<file path="src/rtl/irqf_pkg.sv">
// Purpose: Constants and types of the flag block.
// Assumes: Byte address is four times the index.
// Notes:   Every constant is named once here.
package irqf_pkg;

    // ****************************************************************
    // Register indexes.
    // ****************************************************************
    localparam logic [3:0] IDX_COM_EN  = 4'h2; // Common enable register.
    localparam logic [3:0] IDX_AUX_EN  = 4'h3; // Auxiliary enable register.
    localparam logic [3:0] IDX_COMMON  = 4'h4; // Common request flags.
    localparam logic [3:0] IDX_AUX     = 4'h5; // Auxiliary request flags.
    localparam logic [3:0] IDX_STATUS  = 4'h7; // Primary status register.
    localparam logic [3:0] IDX_RX_MODE = 4'h9; // Receive mode register.

    // ****************************************************************
    // Reset values.
    // ****************************************************************
    localparam logic [7:0] COMMON_RST  = 8'h14; // Common flags after reset.
    localparam logic [7:0] AUX_RST     = 8'h00; // Auxiliary flags after reset.
    localparam logic [7:0] COM_EN_RST  = 8'h80; // Common enables after reset.
    localparam logic [7:0] AUX_EN_RST  = 8'h00; // Auxiliary enables after reset.

    // ****************************************************************
    // Field positions.
    // ****************************************************************
    localparam int POLARITY_BIT = 7; // Set or clear select on writes.
    localparam int TX_BIT       = 6; // Transmit done.
    localparam int RX_BIT       = 5; // Receive done.
    localparam int IDLE_BIT     = 4; // Command finished.
    localparam int HI_BIT       = 3; // FIFO high level latched.
    localparam int LO_BIT       = 2; // FIFO low level latched.
    localparam int ERR_BIT      = 1; // Error present.
    localparam int TMR_BIT      = 0; // Countdown reached zero.
    localparam int TEST_BIT     = 4; // Test input edge, auxiliary.
    localparam int CRC_BIT      = 2; // Checksum done, auxiliary.
    localparam int INVERT_BIT   = 7; // Interrupt invert in common enables.
    localparam int STAT_IRQ_BIT = 4; // Global interrupt in status.
    localparam int STAT_HI_BIT  = 1; // Live FIFO high in status.
    localparam int STAT_LO_BIT  = 0; // Live FIFO low in status.
    localparam int SUPPRESS_BIT = 3; // Receive suppress empty in mode.
    localparam logic [7:0] AUX_MASK = 8'h14; // Auxiliary bits with a function.

    // ****************************************************************
    // Commands and bus answers.
    // ****************************************************************
    localparam logic [3:0]  CMD_IDLE    = 4'h0;     // Idle command.
    localparam logic [3:0]  CMD_CRC     = 4'h3;     // Checksum compute command.
    localparam logic [15:0] KNOWN_CMDS  = 16'hd19f; // One bit per known code.
    localparam logic [1:0]  RESP_OKAY   = 2'h0;     // Normal answer.
    localparam logic [1:0]  RESP_SLVERR = 2'h2;     // Unmapped address answer.

    // Write channel states.
    typedef enum logic [1:0] {
        WR_IDLE = 2'b01,
        WR_RESP = 2'b10
    } irqf_wr_type;

    // Event inputs from the sources around the block.
    typedef struct packed {
        logic        tx_done;        // Last transmitted bit sent, pulse.
        logic        rx_end;         // Valid stream end seen, pulse.
        logic        fifo_not_empty; // FIFO holds data bytes, level.
        logic        fifo_high;      // Live FIFO high status, level.
        logic        fifo_low;       // Live FIFO low status, level.
        logic        host_cmd_write; // Host writes the command field, pulse.
        logic        crc_processed;  // All checksum input processed, level.
        logic [3:0]  command;        // Live command field.
        logic [7:0]  error;          // Error status register.
        logic [15:0] timer;          // Timer count register.
    } irqf_events_type;

endpackage

</file>
<file path="src/rtl/irqf_flags.sv">
// Purpose: Interrupt request flags behind an AXI4-Lite slave.
// Assumes: Event inputs are on CLK except the test input pin.
// Notes:   The interrupt output follows the flags one cycle later.
//
// Overview of operation
// - Common write bit seven selects set or clear
// - Auxiliary register uses the same write scheme
// - Transmit done sets after final bit
// - Receive done sets at valid stream end
// - Suppress option needs FIFO data for receive done
// - Command finished sets when command returns idle
// - Unknown command forced idle and sets flag
// - Host writing idle sets no flag
// - High alert latched until cleared
// - Low alert latched until cleared
// - Error flag sets while any error bit
// - Timer flag sets when count reaches zero
// - Test input edges set its flag
// - Checksum done sets when computation finishes
// - Reset values and positions of both registers
// - Flags never clear themselves
// - Reserved auxiliary bits carry no function
// - Flag reaches interrupt only when enabled
// - Global interrupt bit is any enabled request
// - Invert option inverts the interrupt output
`timescale 1ns/1ps

module irqf_flags #(
    parameter int ADDR_W = 8  // AXI address width.
) (
    input  wire logic                     CLK,
    input  wire logic                     RST_N,
    input  wire logic                     CE,
    input  wire logic [ADDR_W-1:0]        AWADDR,
    input  wire logic                     AWVALID,
    output logic                          AWREADY,
    input  wire logic [31:0]              WDATA,
    input  wire logic [3:0]               WSTRB,
    input  wire logic                     WVALID,
    output logic                          WREADY,
    output logic [1:0]                    BRESP,
    output logic                          BVALID,
    input  wire logic                     BREADY,
    input  wire logic [ADDR_W-1:0]        ARADDR,
    input  wire logic                     ARVALID,
    output logic                          ARREADY,
    output logic [31:0]                   RDATA,
    output logic [1:0]                    RRESP,
    output logic                          RVALID,
    input  wire logic                     RREADY,
    input  wire irqf_pkg::irqf_events_type EVENTS,
    input  wire logic                     TEST_INPUT,
    output logic                          CMD_FORCE_IDLE,
    output logic                          IRQ
);

    // ****************************************************************
    // State of the block, held in one packed struct.
    // ****************************************************************
    typedef struct packed {
        logic [7:0]            common;   // Common flags, bit 7 kept zero.
        logic [7:0]            aux;      // Auxiliary flags.
        logic [7:0]            com_en;   // Common enables and invert.
        logic [7:0]            aux_en;   // Auxiliary enables.
        logic                  suppress; // Receive suppress empty option.
        logic [3:0]            cmd_prev; // Command field one cycle ago.
        logic                  tmr_nz;   // Timer was nonzero last cycle.
        logic                  hi_prev;  // FIFO high status last cycle.
        logic                  lo_prev;  // FIFO low status last cycle.
        logic                  crc_prev; // Checksum completion last cycle.
        logic                  sync1;    // Test input, first stage.
        logic                  sync2;    // Test input, second stage.
        logic                  sync3;    // Test input, edge reference.
        logic                  force_idle; // Unknown command seen.
        logic                  irq;      // Interrupt output level.
        irqf_pkg::irqf_wr_type wr;       // Write channel state.
        logic                  aw_got;   // Write address held.
        logic [ADDR_W-1:0]     awaddr;   // Held write address.
        logic                  w_got;    // Write data held.
        logic [7:0]            wdata;    // Held write byte.
        logic                  wlane;    // Held byte lane zero strobe.
        logic [1:0]            bresp;    // Write answer.
        logic                  rvalid;   // Read answer pending.
        logic [7:0]            rdata;    // Read answer byte.
        logic [1:0]            rresp;    // Read answer code.
    } irqf_state_type;

    localparam irqf_state_type RESET_STATE = '{
        common:   irqf_pkg::COMMON_RST,
        aux:      irqf_pkg::AUX_RST,
        com_en:   irqf_pkg::COM_EN_RST,
        aux_en:   irqf_pkg::AUX_EN_RST,
        suppress: 1'b0,
        cmd_prev: irqf_pkg::CMD_IDLE,
        tmr_nz:   1'b0,
        hi_prev:  1'b0,
        lo_prev:  1'b0,
        crc_prev: 1'b0,
        sync1:    1'b0,
        sync2:    1'b0,
        sync3:    1'b0,
        force_idle: 1'b0,
        irq:      1'b0,
        wr:       irqf_pkg::WR_IDLE,
        aw_got:   1'b0,
        awaddr:   '0,
        w_got:    1'b0,
        wdata:    8'h00,
        wlane:    1'b0,
        bresp:    irqf_pkg::RESP_OKAY,
        rvalid:   1'b0,
        rdata:    8'h00,
        rresp:    irqf_pkg::RESP_OKAY
    };

    irqf_state_type    s;        // Registered state.
    irqf_state_type    next_s;   // Next state.
    logic              aw_take;  // Write address taken this cycle.
    logic              w_take;   // Write data taken this cycle.
    logic              ar_take;  // Read address taken this cycle.
    logic [ADDR_W-1:0] wr_addr;  // Write address in use.
    logic [7:0]        wr_byte;  // Write byte in use.
    logic              wr_lane;  // Byte lane zero strobe in use.
    logic [7:0]        com_set;  // Common bits set by software.
    logic [7:0]        com_clr;  // Common bits cleared by software.
    logic [7:0]        aux_set;  // Auxiliary bits set by software.
    logic [7:0]        aux_clr;  // Auxiliary bits cleared by software.
    logic [7:0]        com_ev;   // Common bits set by hardware.
    logic [7:0]        aux_ev;   // Auxiliary bits set by hardware.
    logic              any_req;  // Some enabled request is pending.
    logic [7:0]        status;   // Status register contents.

    // ****************************************************************
    // Address decoding.
    // ****************************************************************

    // Register index of an aligned, mapped address.
    // Fifteen marks an address with no register.
    function automatic logic [3:0] reg_index(input logic [ADDR_W-1:0] addr);
        logic [3:0] idx;
        idx = addr[5:2];
        if (addr[1:0] != 2'h0 || (addr >> 6) != '0) begin
            return 4'hf;
        end
        case (idx)
            irqf_pkg::IDX_COM_EN, irqf_pkg::IDX_AUX_EN,
            irqf_pkg::IDX_COMMON, irqf_pkg::IDX_AUX,
            irqf_pkg::IDX_STATUS, irqf_pkg::IDX_RX_MODE: begin
                return idx;
            end
            default: begin
                return 4'hf;
            end
        endcase
    endfunction

    // ****************************************************************
    // Bus handshakes.
    // ****************************************************************

    // Readies are gated by the clock enable so that no item is taken
    // while the state is frozen.
    assign AWREADY = CE && !s.aw_got && s.wr == irqf_pkg::WR_IDLE;
    assign WREADY  = CE && !s.w_got && s.wr == irqf_pkg::WR_IDLE;
    assign ARREADY = CE && !s.rvalid;
    assign BVALID  = s.wr == irqf_pkg::WR_RESP;
    assign BRESP   = s.bresp;
    assign RVALID  = s.rvalid;
    assign RRESP   = s.rresp;
    assign RDATA   = {24'h000000, s.rdata};
    assign CMD_FORCE_IDLE = s.force_idle;
    assign IRQ     = s.irq;

    assign aw_take = AWVALID && AWREADY;
    assign w_take  = WVALID && WREADY;
    assign ar_take = ARVALID && ARREADY;
    assign wr_addr = s.aw_got ? s.awaddr : AWADDR;
    assign wr_byte = s.w_got ? s.wdata : WDATA[7:0];
    assign wr_lane = s.w_got ? s.wlane : WSTRB[0];

    // ****************************************************************
    // Next state.
    // ****************************************************************

    // Software masks, hardware events, flag update, bus channels.
    always_comb begin
        next_s  = s;
        com_set = 8'h00;
        com_clr = 8'h00;
        aux_set = 8'h00;
        aux_clr = 8'h00;

        // Address and data may arrive in either order.
        if (aw_take) begin
            next_s.aw_got = 1'b1;
            next_s.awaddr = AWADDR;
        end
        if (w_take) begin
            next_s.w_got = 1'b1;
            next_s.wdata = WDATA[7:0];
            next_s.wlane = WSTRB[0];
        end

        case (s.wr)
            irqf_pkg::WR_IDLE: begin
                // Both halves present: the write takes effect.
                if ((s.aw_got || aw_take) && (s.w_got || w_take)) begin
                    next_s.aw_got = 1'b0;
                    next_s.w_got  = 1'b0;
                    next_s.wr     = irqf_pkg::WR_RESP;
                    next_s.bresp  = irqf_pkg::RESP_OKAY;
                    if (reg_index(wr_addr) == 4'hf) begin
                        next_s.bresp = irqf_pkg::RESP_SLVERR;
                    end else if (wr_lane) begin
                        case (reg_index(wr_addr))
                            irqf_pkg::IDX_COMMON: begin
                                // Bit seven picks set or clear of marked bits.
                                if (wr_byte[irqf_pkg::POLARITY_BIT]) begin
                                    com_set = {1'b0, wr_byte[6:0]};
                                end else begin
                                    com_clr = {1'b0, wr_byte[6:0]};
                                end
                            end
                            irqf_pkg::IDX_AUX: begin
                                // Only the two functional bits are affected.
                                if (wr_byte[irqf_pkg::POLARITY_BIT]) begin
                                    aux_set = wr_byte & irqf_pkg::AUX_MASK;
                                end else begin
                                    aux_clr = wr_byte & irqf_pkg::AUX_MASK;
                                end
                            end
                            irqf_pkg::IDX_COM_EN: begin
                                next_s.com_en = wr_byte;
                            end
                            irqf_pkg::IDX_AUX_EN: begin
                                next_s.aux_en = wr_byte;
                            end
                            irqf_pkg::IDX_RX_MODE: begin
                                next_s.suppress = wr_byte[irqf_pkg::SUPPRESS_BIT];
                            end
                            default: begin
                                // Status is read only; writes are ignored.
                            end
                        endcase
                    end
                end
            end
            irqf_pkg::WR_RESP: begin
                // The answer stands until the master takes it.
                if (BREADY) begin
                    next_s.wr = irqf_pkg::WR_IDLE;
                end
            end
            default: begin
                next_s.wr = irqf_pkg::WR_IDLE;
            end
        endcase

        // Hardware events for the common register.
        com_ev = 8'h00;
        com_ev[irqf_pkg::TX_BIT] = EVENTS.tx_done;
        // An empty FIFO hides the end of reception when suppression is on.
        com_ev[irqf_pkg::RX_BIT] = EVENTS.rx_end &&
                                   (!s.suppress || EVENTS.fifo_not_empty);
        // A command that ends by itself sets the flag, a host idle does not.
        com_ev[irqf_pkg::IDLE_BIT] =
            (s.cmd_prev != irqf_pkg::CMD_IDLE &&
             EVENTS.command == irqf_pkg::CMD_IDLE &&
             !EVENTS.host_cmd_write) ||
            !irqf_pkg::KNOWN_CMDS[EVENTS.command];
        com_ev[irqf_pkg::HI_BIT]  = EVENTS.fifo_high && !s.hi_prev;
        com_ev[irqf_pkg::LO_BIT]  = EVENTS.fifo_low && !s.lo_prev;
        com_ev[irqf_pkg::ERR_BIT] = |EVENTS.error;
        com_ev[irqf_pkg::TMR_BIT] = s.tmr_nz && EVENTS.timer == 16'h0000;

        // Hardware events for the auxiliary register.
        aux_ev = 8'h00;
        aux_ev[irqf_pkg::TEST_BIT] = s.sync2 ^ s.sync3;
        aux_ev[irqf_pkg::CRC_BIT]  = (EVENTS.command == irqf_pkg::CMD_CRC &&
                                      EVENTS.crc_processed) && !s.crc_prev;

        // Flags change only by event or software; a set wins over a clear.
        next_s.common = ((s.common & ~com_clr) | com_set | com_ev) & 8'h7f;
        next_s.aux    = ((s.aux & ~aux_clr) | aux_set | aux_ev)
                        & irqf_pkg::AUX_MASK;

        // Event history for edge detection.
        next_s.cmd_prev   = EVENTS.command;
        next_s.tmr_nz     = EVENTS.timer != 16'h0000;
        next_s.hi_prev    = EVENTS.fifo_high;
        next_s.lo_prev    = EVENTS.fifo_low;
        next_s.crc_prev   = EVENTS.command == irqf_pkg::CMD_CRC && EVENTS.crc_processed;
        next_s.force_idle = !irqf_pkg::KNOWN_CMDS[EVENTS.command];

        // The pin passes two stages before the edge detector reads it.
        next_s.sync1 = TEST_INPUT;
        next_s.sync2 = s.sync1;
        next_s.sync3 = s.sync2;

        // Interrupt output, registered so the pin never glitches.
        next_s.irq = any_req ^ s.com_en[irqf_pkg::INVERT_BIT];

        // Read answer latched at the address handshake.
        if (s.rvalid && RREADY) begin
            next_s.rvalid = 1'b0;
        end
        if (ar_take) begin
            next_s.rvalid = 1'b1;
            next_s.rresp  = irqf_pkg::RESP_OKAY;
            next_s.rdata  = 8'h00;
            case (reg_index(ARADDR))
                irqf_pkg::IDX_COMMON: begin
                    next_s.rdata = s.common;
                end
                irqf_pkg::IDX_AUX: begin
                    next_s.rdata = s.aux;
                end
                irqf_pkg::IDX_COM_EN: begin
                    next_s.rdata = s.com_en;
                end
                irqf_pkg::IDX_AUX_EN: begin
                    next_s.rdata = s.aux_en;
                end
                irqf_pkg::IDX_STATUS: begin
                    next_s.rdata = status;
                end
                irqf_pkg::IDX_RX_MODE: begin
                    next_s.rdata[irqf_pkg::SUPPRESS_BIT] = s.suppress;
                end
                default: begin
                    next_s.rresp = irqf_pkg::RESP_SLVERR;
                end
            endcase
        end
    end

    // ****************************************************************
    // Interrupt gating and status.
    // ****************************************************************

    // Each flag counts only while its enable bit is one.
    assign any_req = |(s.common[6:0] & s.com_en[6:0]) ||
                     |(s.aux & s.aux_en & irqf_pkg::AUX_MASK);

    // Status: global request and live FIFO levels.
    always_comb begin
        status = 8'h00;
        status[irqf_pkg::STAT_IRQ_BIT] = any_req;
        status[irqf_pkg::STAT_HI_BIT]  = EVENTS.fifo_high;
        status[irqf_pkg::STAT_LO_BIT]  = EVENTS.fifo_low;
    end

    // ****************************************************************
    // State register.
    // ****************************************************************

    // Synchronous reset to constants; a low clock enable holds all state.
    always_ff @(posedge CLK) begin
        if (!RST_N) begin
            s <= RESET_STATE;
        end else if (CE) begin
            s <= next_s;
        end
    end

endmodule

</file>
<file path="config.mk">
export PLATFORM = sky130hd
export DESIGN_NAME = irqf_flags
export DESIGN_NICKNAME = d
export VERILOG_FILES = /design/src/rtl/irqf_pkg.sv /design/src/rtl/irqf_flags.sv
export SDC_FILE = /design/constraint.sdc
export NUM_CORES = 1
export LEC_CHECK = 0
export BUFFER_PORTS_ARGS = -buffer_cell sky130_fd_sc_hd__buf_2
export CAP_MARGIN = 20
export CORE_UTILIZATION = 50
export CTS_CLUSTER_DIAMETER = 80
export DETAILED_ROUTE_END_ITERATION = 12
export PLACE_DENSITY = 0.81
export SYNTH_ARGS = -nofsm -noshare
export SYNTH_HDL_FRONTEND = slang
export SYNTH_SLANG_ARGS = --single-unit
</file>
<file path="constraint.sdc">
create_clock -name CLK -period 2.95 [get_ports CLK]
set_input_delay 0.59 -clock CLK [delete_from_list [all_inputs] [get_ports CLK]]
set_output_delay 0.59 -clock CLK [all_outputs]
set_load 0.02 [all_outputs]
</file>
== Yosys cells after proc, flatten, opt, wreduce, memory -nomap -nowiden ==
Memory sizes are Yosys's and may differ from the RTL's.
Index checks and enable logic that the tools add are counted.

* Output and inout port bits: 43
* Logic and storage cells: 193
* Bits in read-only memories: 16
* Register bits: 73
* Memories: 1

* Reductions and logical operators: 58
* Bitwise logic cells: 13
* Equal/unequal tests: 29
* Order comparisons: 1
* Muxes and demuxes: 66

{| class="wikitable"
|+ Memory list
! memory !! depth !! bits a word !! rd ports !! clocked after memory_dff !! write ports !! line !! text
|-
| (no name shown) || 16 || 1 || 1 || 0 || 0 || irqf_flags.sv:293 || <nowiki>next_s.force_idle = !irqf_pkg::KNOWN_CMDS[EVENTS.command];</nowiki>
|}

{| class="wikitable"
|+ Operator list
! cell !! number
|-
| $mux 7 || 12
|-
| $mux 5 || 12
|-
| $mux 4 || 14
|-
| $eq 4x3->1 const B || 11
|-
| $eq 4x2->1 const B || 9
|-
| $eq 4x4->1 const B || 5
|-
| $pmux 4 s5 || 1
|-
| $logic_and 1x1->1 || 18
|-
| $reduce_and 6->1 || 3
|-
| $reduce_or 6->1 || 3
|-
| $logic_not 16->1 || 1
|-
| $mux 8 || 2
|-
| $reduce_bool 16->1 || 1
|-
| $reduce_bool 8->1 || 2
|-
| $mux 1 || 15
|-
| $pmux 3 s5 || 1
|-
| $and 7x7->7 || 2
|-
| $or 7x7->7 || 2
|-
| $mux 11 || 1
|-
| $and 5x5->5 || 2
|-
| $mux 10 || 1
|-
| $or 5x5->5 || 2
|-
| $logic_not 1->1 || 9
|-
| $mux 9 || 1
|-
| other kinds (21) || 37
|}

== Depth between registers and ports, before layout ==
* Depth in word-level cells: 30
* Depth in mapped cells: 7
* Gate-level depth less buffers: 7

== Worst setup path before layout ==
OpenSTA, ideal clock, no wires.

* Kind: input to register
* From: input port AWADDR[1]
* To: register s[48] in the netlist's numbering
* Stages: 4
* Buffers on the path: 0
* Data required time: 2.878 ns
* Path slack: 0.673 ns
* Arrival time: 2.206 ns
* Cell sequence: or4_1 o22a_4 nor4_4 mux2i_1

* Word-level cells in the longest chain between the ends: 15
* Elaborated cells between the ends (all ways): 22

{| class="wikitable"
|+ RTL lines
! element !! line !! text
|-
| start: declaration || irqf_flags.sv:34 || <nowiki>input wire logic [ADDR_W-1:0] AWADDR,</nowiki>
|-
| $mux 8 * || irqf_flags.sv:177 || <nowiki>assign wr_addr = s.aw_got ? s.awaddr : AWADDR;</nowiki>
|-
| $reduce_bool 2->1 * || irqf_flags.sv:142 || <nowiki>if (addr[1:0] != 2'h0 || (addr >> 6) != '0) begin</nowiki>
|-
| $logic_or 1x1->1 * || irqf_flags.sv:142 ||
|-
| $mux 1 * || irqf_flags.sv:142 ||
|-
| $mux 1 || irqf_flags.sv:214 || <nowiki>end else if (wr_lane) begin</nowiki>
|-
| $mux 1 || irqf_flags.sv:212 || <nowiki>if (reg_index(wr_addr) == 4'hf) begin</nowiki>
|-
| $mux 1 || irqf_flags.sv:207 || <nowiki>if ((s.aw_got || aw_take) && (s.w_got || w_take)) begin</nowiki>
|-
| $mux 1 || irqf_flags.sv:204 || <nowiki>case (s.wr)</nowiki>
|-
| $mux 4 || irqf_flags.sv:145 || <nowiki>case (idx)</nowiki>
|-
| $mux 4 || irqf_flags.sv:214 ||
|-
| $mux 4 || irqf_flags.sv:212 ||
|-
| $mux 4 || irqf_flags.sv:207 ||
|-
| $mux 4 || irqf_flags.sv:204 ||
|-
| $eq 4x2->1 || irqf_flags.sv:215 || <nowiki>case (reg_index(wr_addr))</nowiki>
|-
| $reduce_and 6->1 (no source line) * || -- ||
|-
| end signal: assignment || irqf_flags.sv:362 || <nowiki>s <= next_s;</nowiki>
|-
| end: declaration || irqf_flags.sv:116 || <nowiki>irqf_state_type s;</nowiki>
|}

Every way passes the cells marked *; elsewhere a longest branch is shown, timed or not. The select of a mux whose other input is x is not followed.
A chain may end at the register's enable or synchronous reset.

== Worst setup path in the final report ==
* From: register s[31] in the netlist's numbering
* To: register s[75] in the netlist's numbering

* Word-level cells in the longest chain between the ends: 23
* Elaborated cells between the ends (all ways): 49

{| class="wikitable"
|+ RTL lines
! element !! line !! text
|-
| $mux 8 || irqf_flags.sv:177 ||
|-
| $reduce_bool 8->1 / $reduce_bool 2->1 (equally long branches) || irqf_flags.sv:142 ||
|-
| $logic_or 1x1->1 || irqf_flags.sv:142 ||
|-
| $mux 1 || irqf_flags.sv:142 ||
|-
| $mux 1 || irqf_flags.sv:214 ||
|-
| $mux 1 || irqf_flags.sv:212 ||
|-
| $mux 1 || irqf_flags.sv:207 ||
|-
| $mux 1 || irqf_flags.sv:204 ||
|-
| (+6 left out) || -- ||
|-
| $mux 7 || irqf_flags.sv:215 ||
|-
| $mux 7 || irqf_flags.sv:214 ||
|-
| $mux 7 || irqf_flags.sv:212 ||
|-
| $mux 7 || irqf_flags.sv:207 ||
|-
| $mux 7 || irqf_flags.sv:204 ||
|-
| $not 7->7 || irqf_flags.sv:283 || <nowiki>next_s.common = ((s.common & ~com_clr) | com_set | com_ev) & 8'h7f;</nowiki>
|-
| $and 7x7->7 || irqf_flags.sv:283 ||
|-
| $or 7x7->7 * (2 in series) || irqf_flags.sv:283 ||
|}

Marks and branches as above.

==> impl_metrics.yaml <==
finish:
  layout_commonest_cell: "buf_2"
  antenna_cells: 0
  fill_cells: 684
  fin_util: 0.6009
  finish.net_count: 626
  final_cell_mix: "buf_2 (85), dfxtp_1 (71), nand2_1 (61), mux2i_1 (42), nor2_1 (32)"
  area_growth_pct: 15.01
  multi_input_area_mm2: 0.002086
  register_area_mm2: 0.001421
  drive_above_1_share: 0.2308
synth:
  yosys.area_share.xor_xnor: 0.004598
  yosys.area_share.simple: 0.2292
  synth_fa_ha_area_frac: 0.006568
  synth-compound-area-share: 0.1445
  synth_cells: 457
  ys_warn_count: 0
  muxShareOfSynthArea: 0.1369
  async_reset_ff_frac: 0
  synthFlopType: "dfxtp_1"
  synth_area_mm2: 0.003810
  synth.top_cell.area_share: 0.3731
  yosys.area.top_type: "dfxtp_1"
  ys_ff_latch: 71
  synth_area_per_cell_um2: 8.337
  yosys-top-cells-area: "dfxtp_1 (37%), mux2i_1 (11%), buf_4 (7.3%), nand2_1 (6.0%), a21oi_1 (3.8%)"
  synth_top_family_by_area: "simple AND/OR/NAND/NOR gates"
  ys_seq_area_frac: 0.3731
  yosysUniqueCellTypes: 52
  synth_edf_count: 0
timing:
  rsz0062_at_grt: "false"
  tightest_slew_ns: 0.8106
  max_freq_mhz: 405.1
  skew_ns: 0.008355
  final-hold-violation-count: 0
  fin_crit_sh: 0.8369
  relSlewSlack: 0.4441
  report.final.setup_viol: 0
  period_minus_slack_ns: 2.469
  slew_viol_final: 0
  finalSetupTns_ns: 0
die:
  die-width_um: 89.29
  initial_core_util: 0.5225
  die_area_mm2: 0.007973
  die_h_um: 89.29
  num_io_pins: 139
  core_area_mm2: 0.007292
  rows: 31
cts:
  cts_hold_buf: 0
  post-cts-setup-buffers: 0
  cts.sinks: 71
  ctsResizeCount: 0
  cts-root-buf: "clkbuf_8"
  path_clk_slew_ns: 0.08
  clk_path_buf_depth: 2
  cts_buffers: 9
  cts_tree: "built"
  worstSkewPairLatency_ns: 0.35
  cts.htree.levels: 3
grt:
  grt_pass1_vias: 3228
  grt_max_degree: 43
  antenna_found_initial: 0
  overflow: 0
  grt_pass1_wl_um: 14880
  track_usage: 0.2460
power_and_ir_drop:
  switching_share: 0.2731
  clkPwrFrac: 0.398
  power.leakage_nw: 1.801
  p_sw_uw: 614.4
  power.density_mw_per_mm2: 513.4
  pwr-share-seq: 0.454
  vdd_drop_max_v: 0.0002868
  internal-power_mw: 1.635
  combPwrFrac: 0.147
placed_design:
  dp.final_hpwl_um: 6812
  io_buffers: 85
  gp_congestion: 0.8685
worst_setup_path:
  crit_path_max_fanout: 13
  rr_startpoint: "s[31]"
  worst-setup-path-type: "reg -> reg"
  cp_data_arrival_time_ns: 2.69
  startpoint_type: "flip-flop"
  cp.required_ns: 3.17
  startpoint: "s[31]"
  critPathCaptureType: "flip-flop"
drt:
  dr.pass1.iters: 4
  via_count: 3504
  drt-vias-per-instance: 5.544
  drc: 0
  drt_iter0_drc: 280
  drtAntennaViolNets: 0
  route.detailed.wl_per_inst_um: 14.65
  wl_um: 9258
run_status:
  outcome: "completed"
worst_hold_path:
  hp-start: "s[19]"
  hp-class: "reg -> reg"
job:
  max_cap_violations: 0
==> power by group through the flow <==
stage	clock network (mW)	logic (mW)	registers (mW)
6_report	0.896	0.331	1.02
5_1_grt	0.944	0.367	1.03
4_1_cts	0.900	0.330	1.02
3_5_place_dp	0	0.328	1.04
3_3_place_gp	0	0.318	1.04
2_1_floorplan	0	0.255	1.03
==> metal layers <==
metal  wire length (um)  track usage
met5                  0            0
met4                253       0.1169
met3                541      0.03416
met2               4473       0.4240
met1               3990       0.3033
==> final cells by class <==
type,count,share of cell area
multi-input cells,343,0.4760
flip-flops and latches,71,0.3244
repair buffers,92,0.1091
clock buffers,11,0.03455
well taps,99,0.02827
clock inverters,5,0.01828
inverters,11,0.009423
==> final timing paths <==
| path | endpoint | slack [ns] | cells past startpoint |
|---|---|---|---|
| max | s[75] | 0.48 | 5 |
| min reg2reg | s[19] | 0.46 | 2 |
| min | s[19] | 0.46 | 2 |
| max reg2reg | s[75] | 0.48 | 5 |
==> critical path, stage by stage, from the launching register on <==
cell     delay (ns)
dfxtp_1        0.65
or4b_1         0.54
o22ai_1        0.37
nand4_1        0.39
o21ai_0        0.30
a21oi_1        0.08
==> cell usage after synthesis (5+ instances only) <==
library cell  number
a21oi_1           29
a22oi_1            6
a31oi_1            5
buf_4             37
clkbuf_1          15
dfxtp_1           71
inv_1             10
mux2_2             9
mux2i_1           42
nand2_1           61
nand2b_1           6
nand3_1           27
nand3b_1           6
nor2_1            32
nor4_1            10
o21ai_0           24
o22ai_1            6
==> logic make-up after synthesis <==
logic type,Yosys count
flops,71
compound gates,89
xor+xnor,2
fa+ha+maj,2
mux,51
buf+inv,68
other cells,1
simple gates,173
==> per-stage QoR <==
step	std cells	power, mW	instance area [um^2]	setup WS, ns	hold slack (ns)
detailed placement	616	1.371	4150	0.4479	0.4476
global placement	616	1.359	4150	0.5065	0.4384
CTS	632	2.251	4382	0.4757	0.4577
floorplan	482	1.286	3904	0.6726	0.4263
finish	632	2.250	4382	0.4812	0.4557
global route	632	2.338	4382	0.3404	0.4726
==> sequential cells by signal, summed over array words and instances (netlist names) <==
name / flops
IRQ: 1
RRESP: 1
RVALID: 1
next_s: 2
s: 56
RDATA: 8
BRESP: 1
CMD_FORCE_IDLE: 1
(Power assumes the default switching activity.)
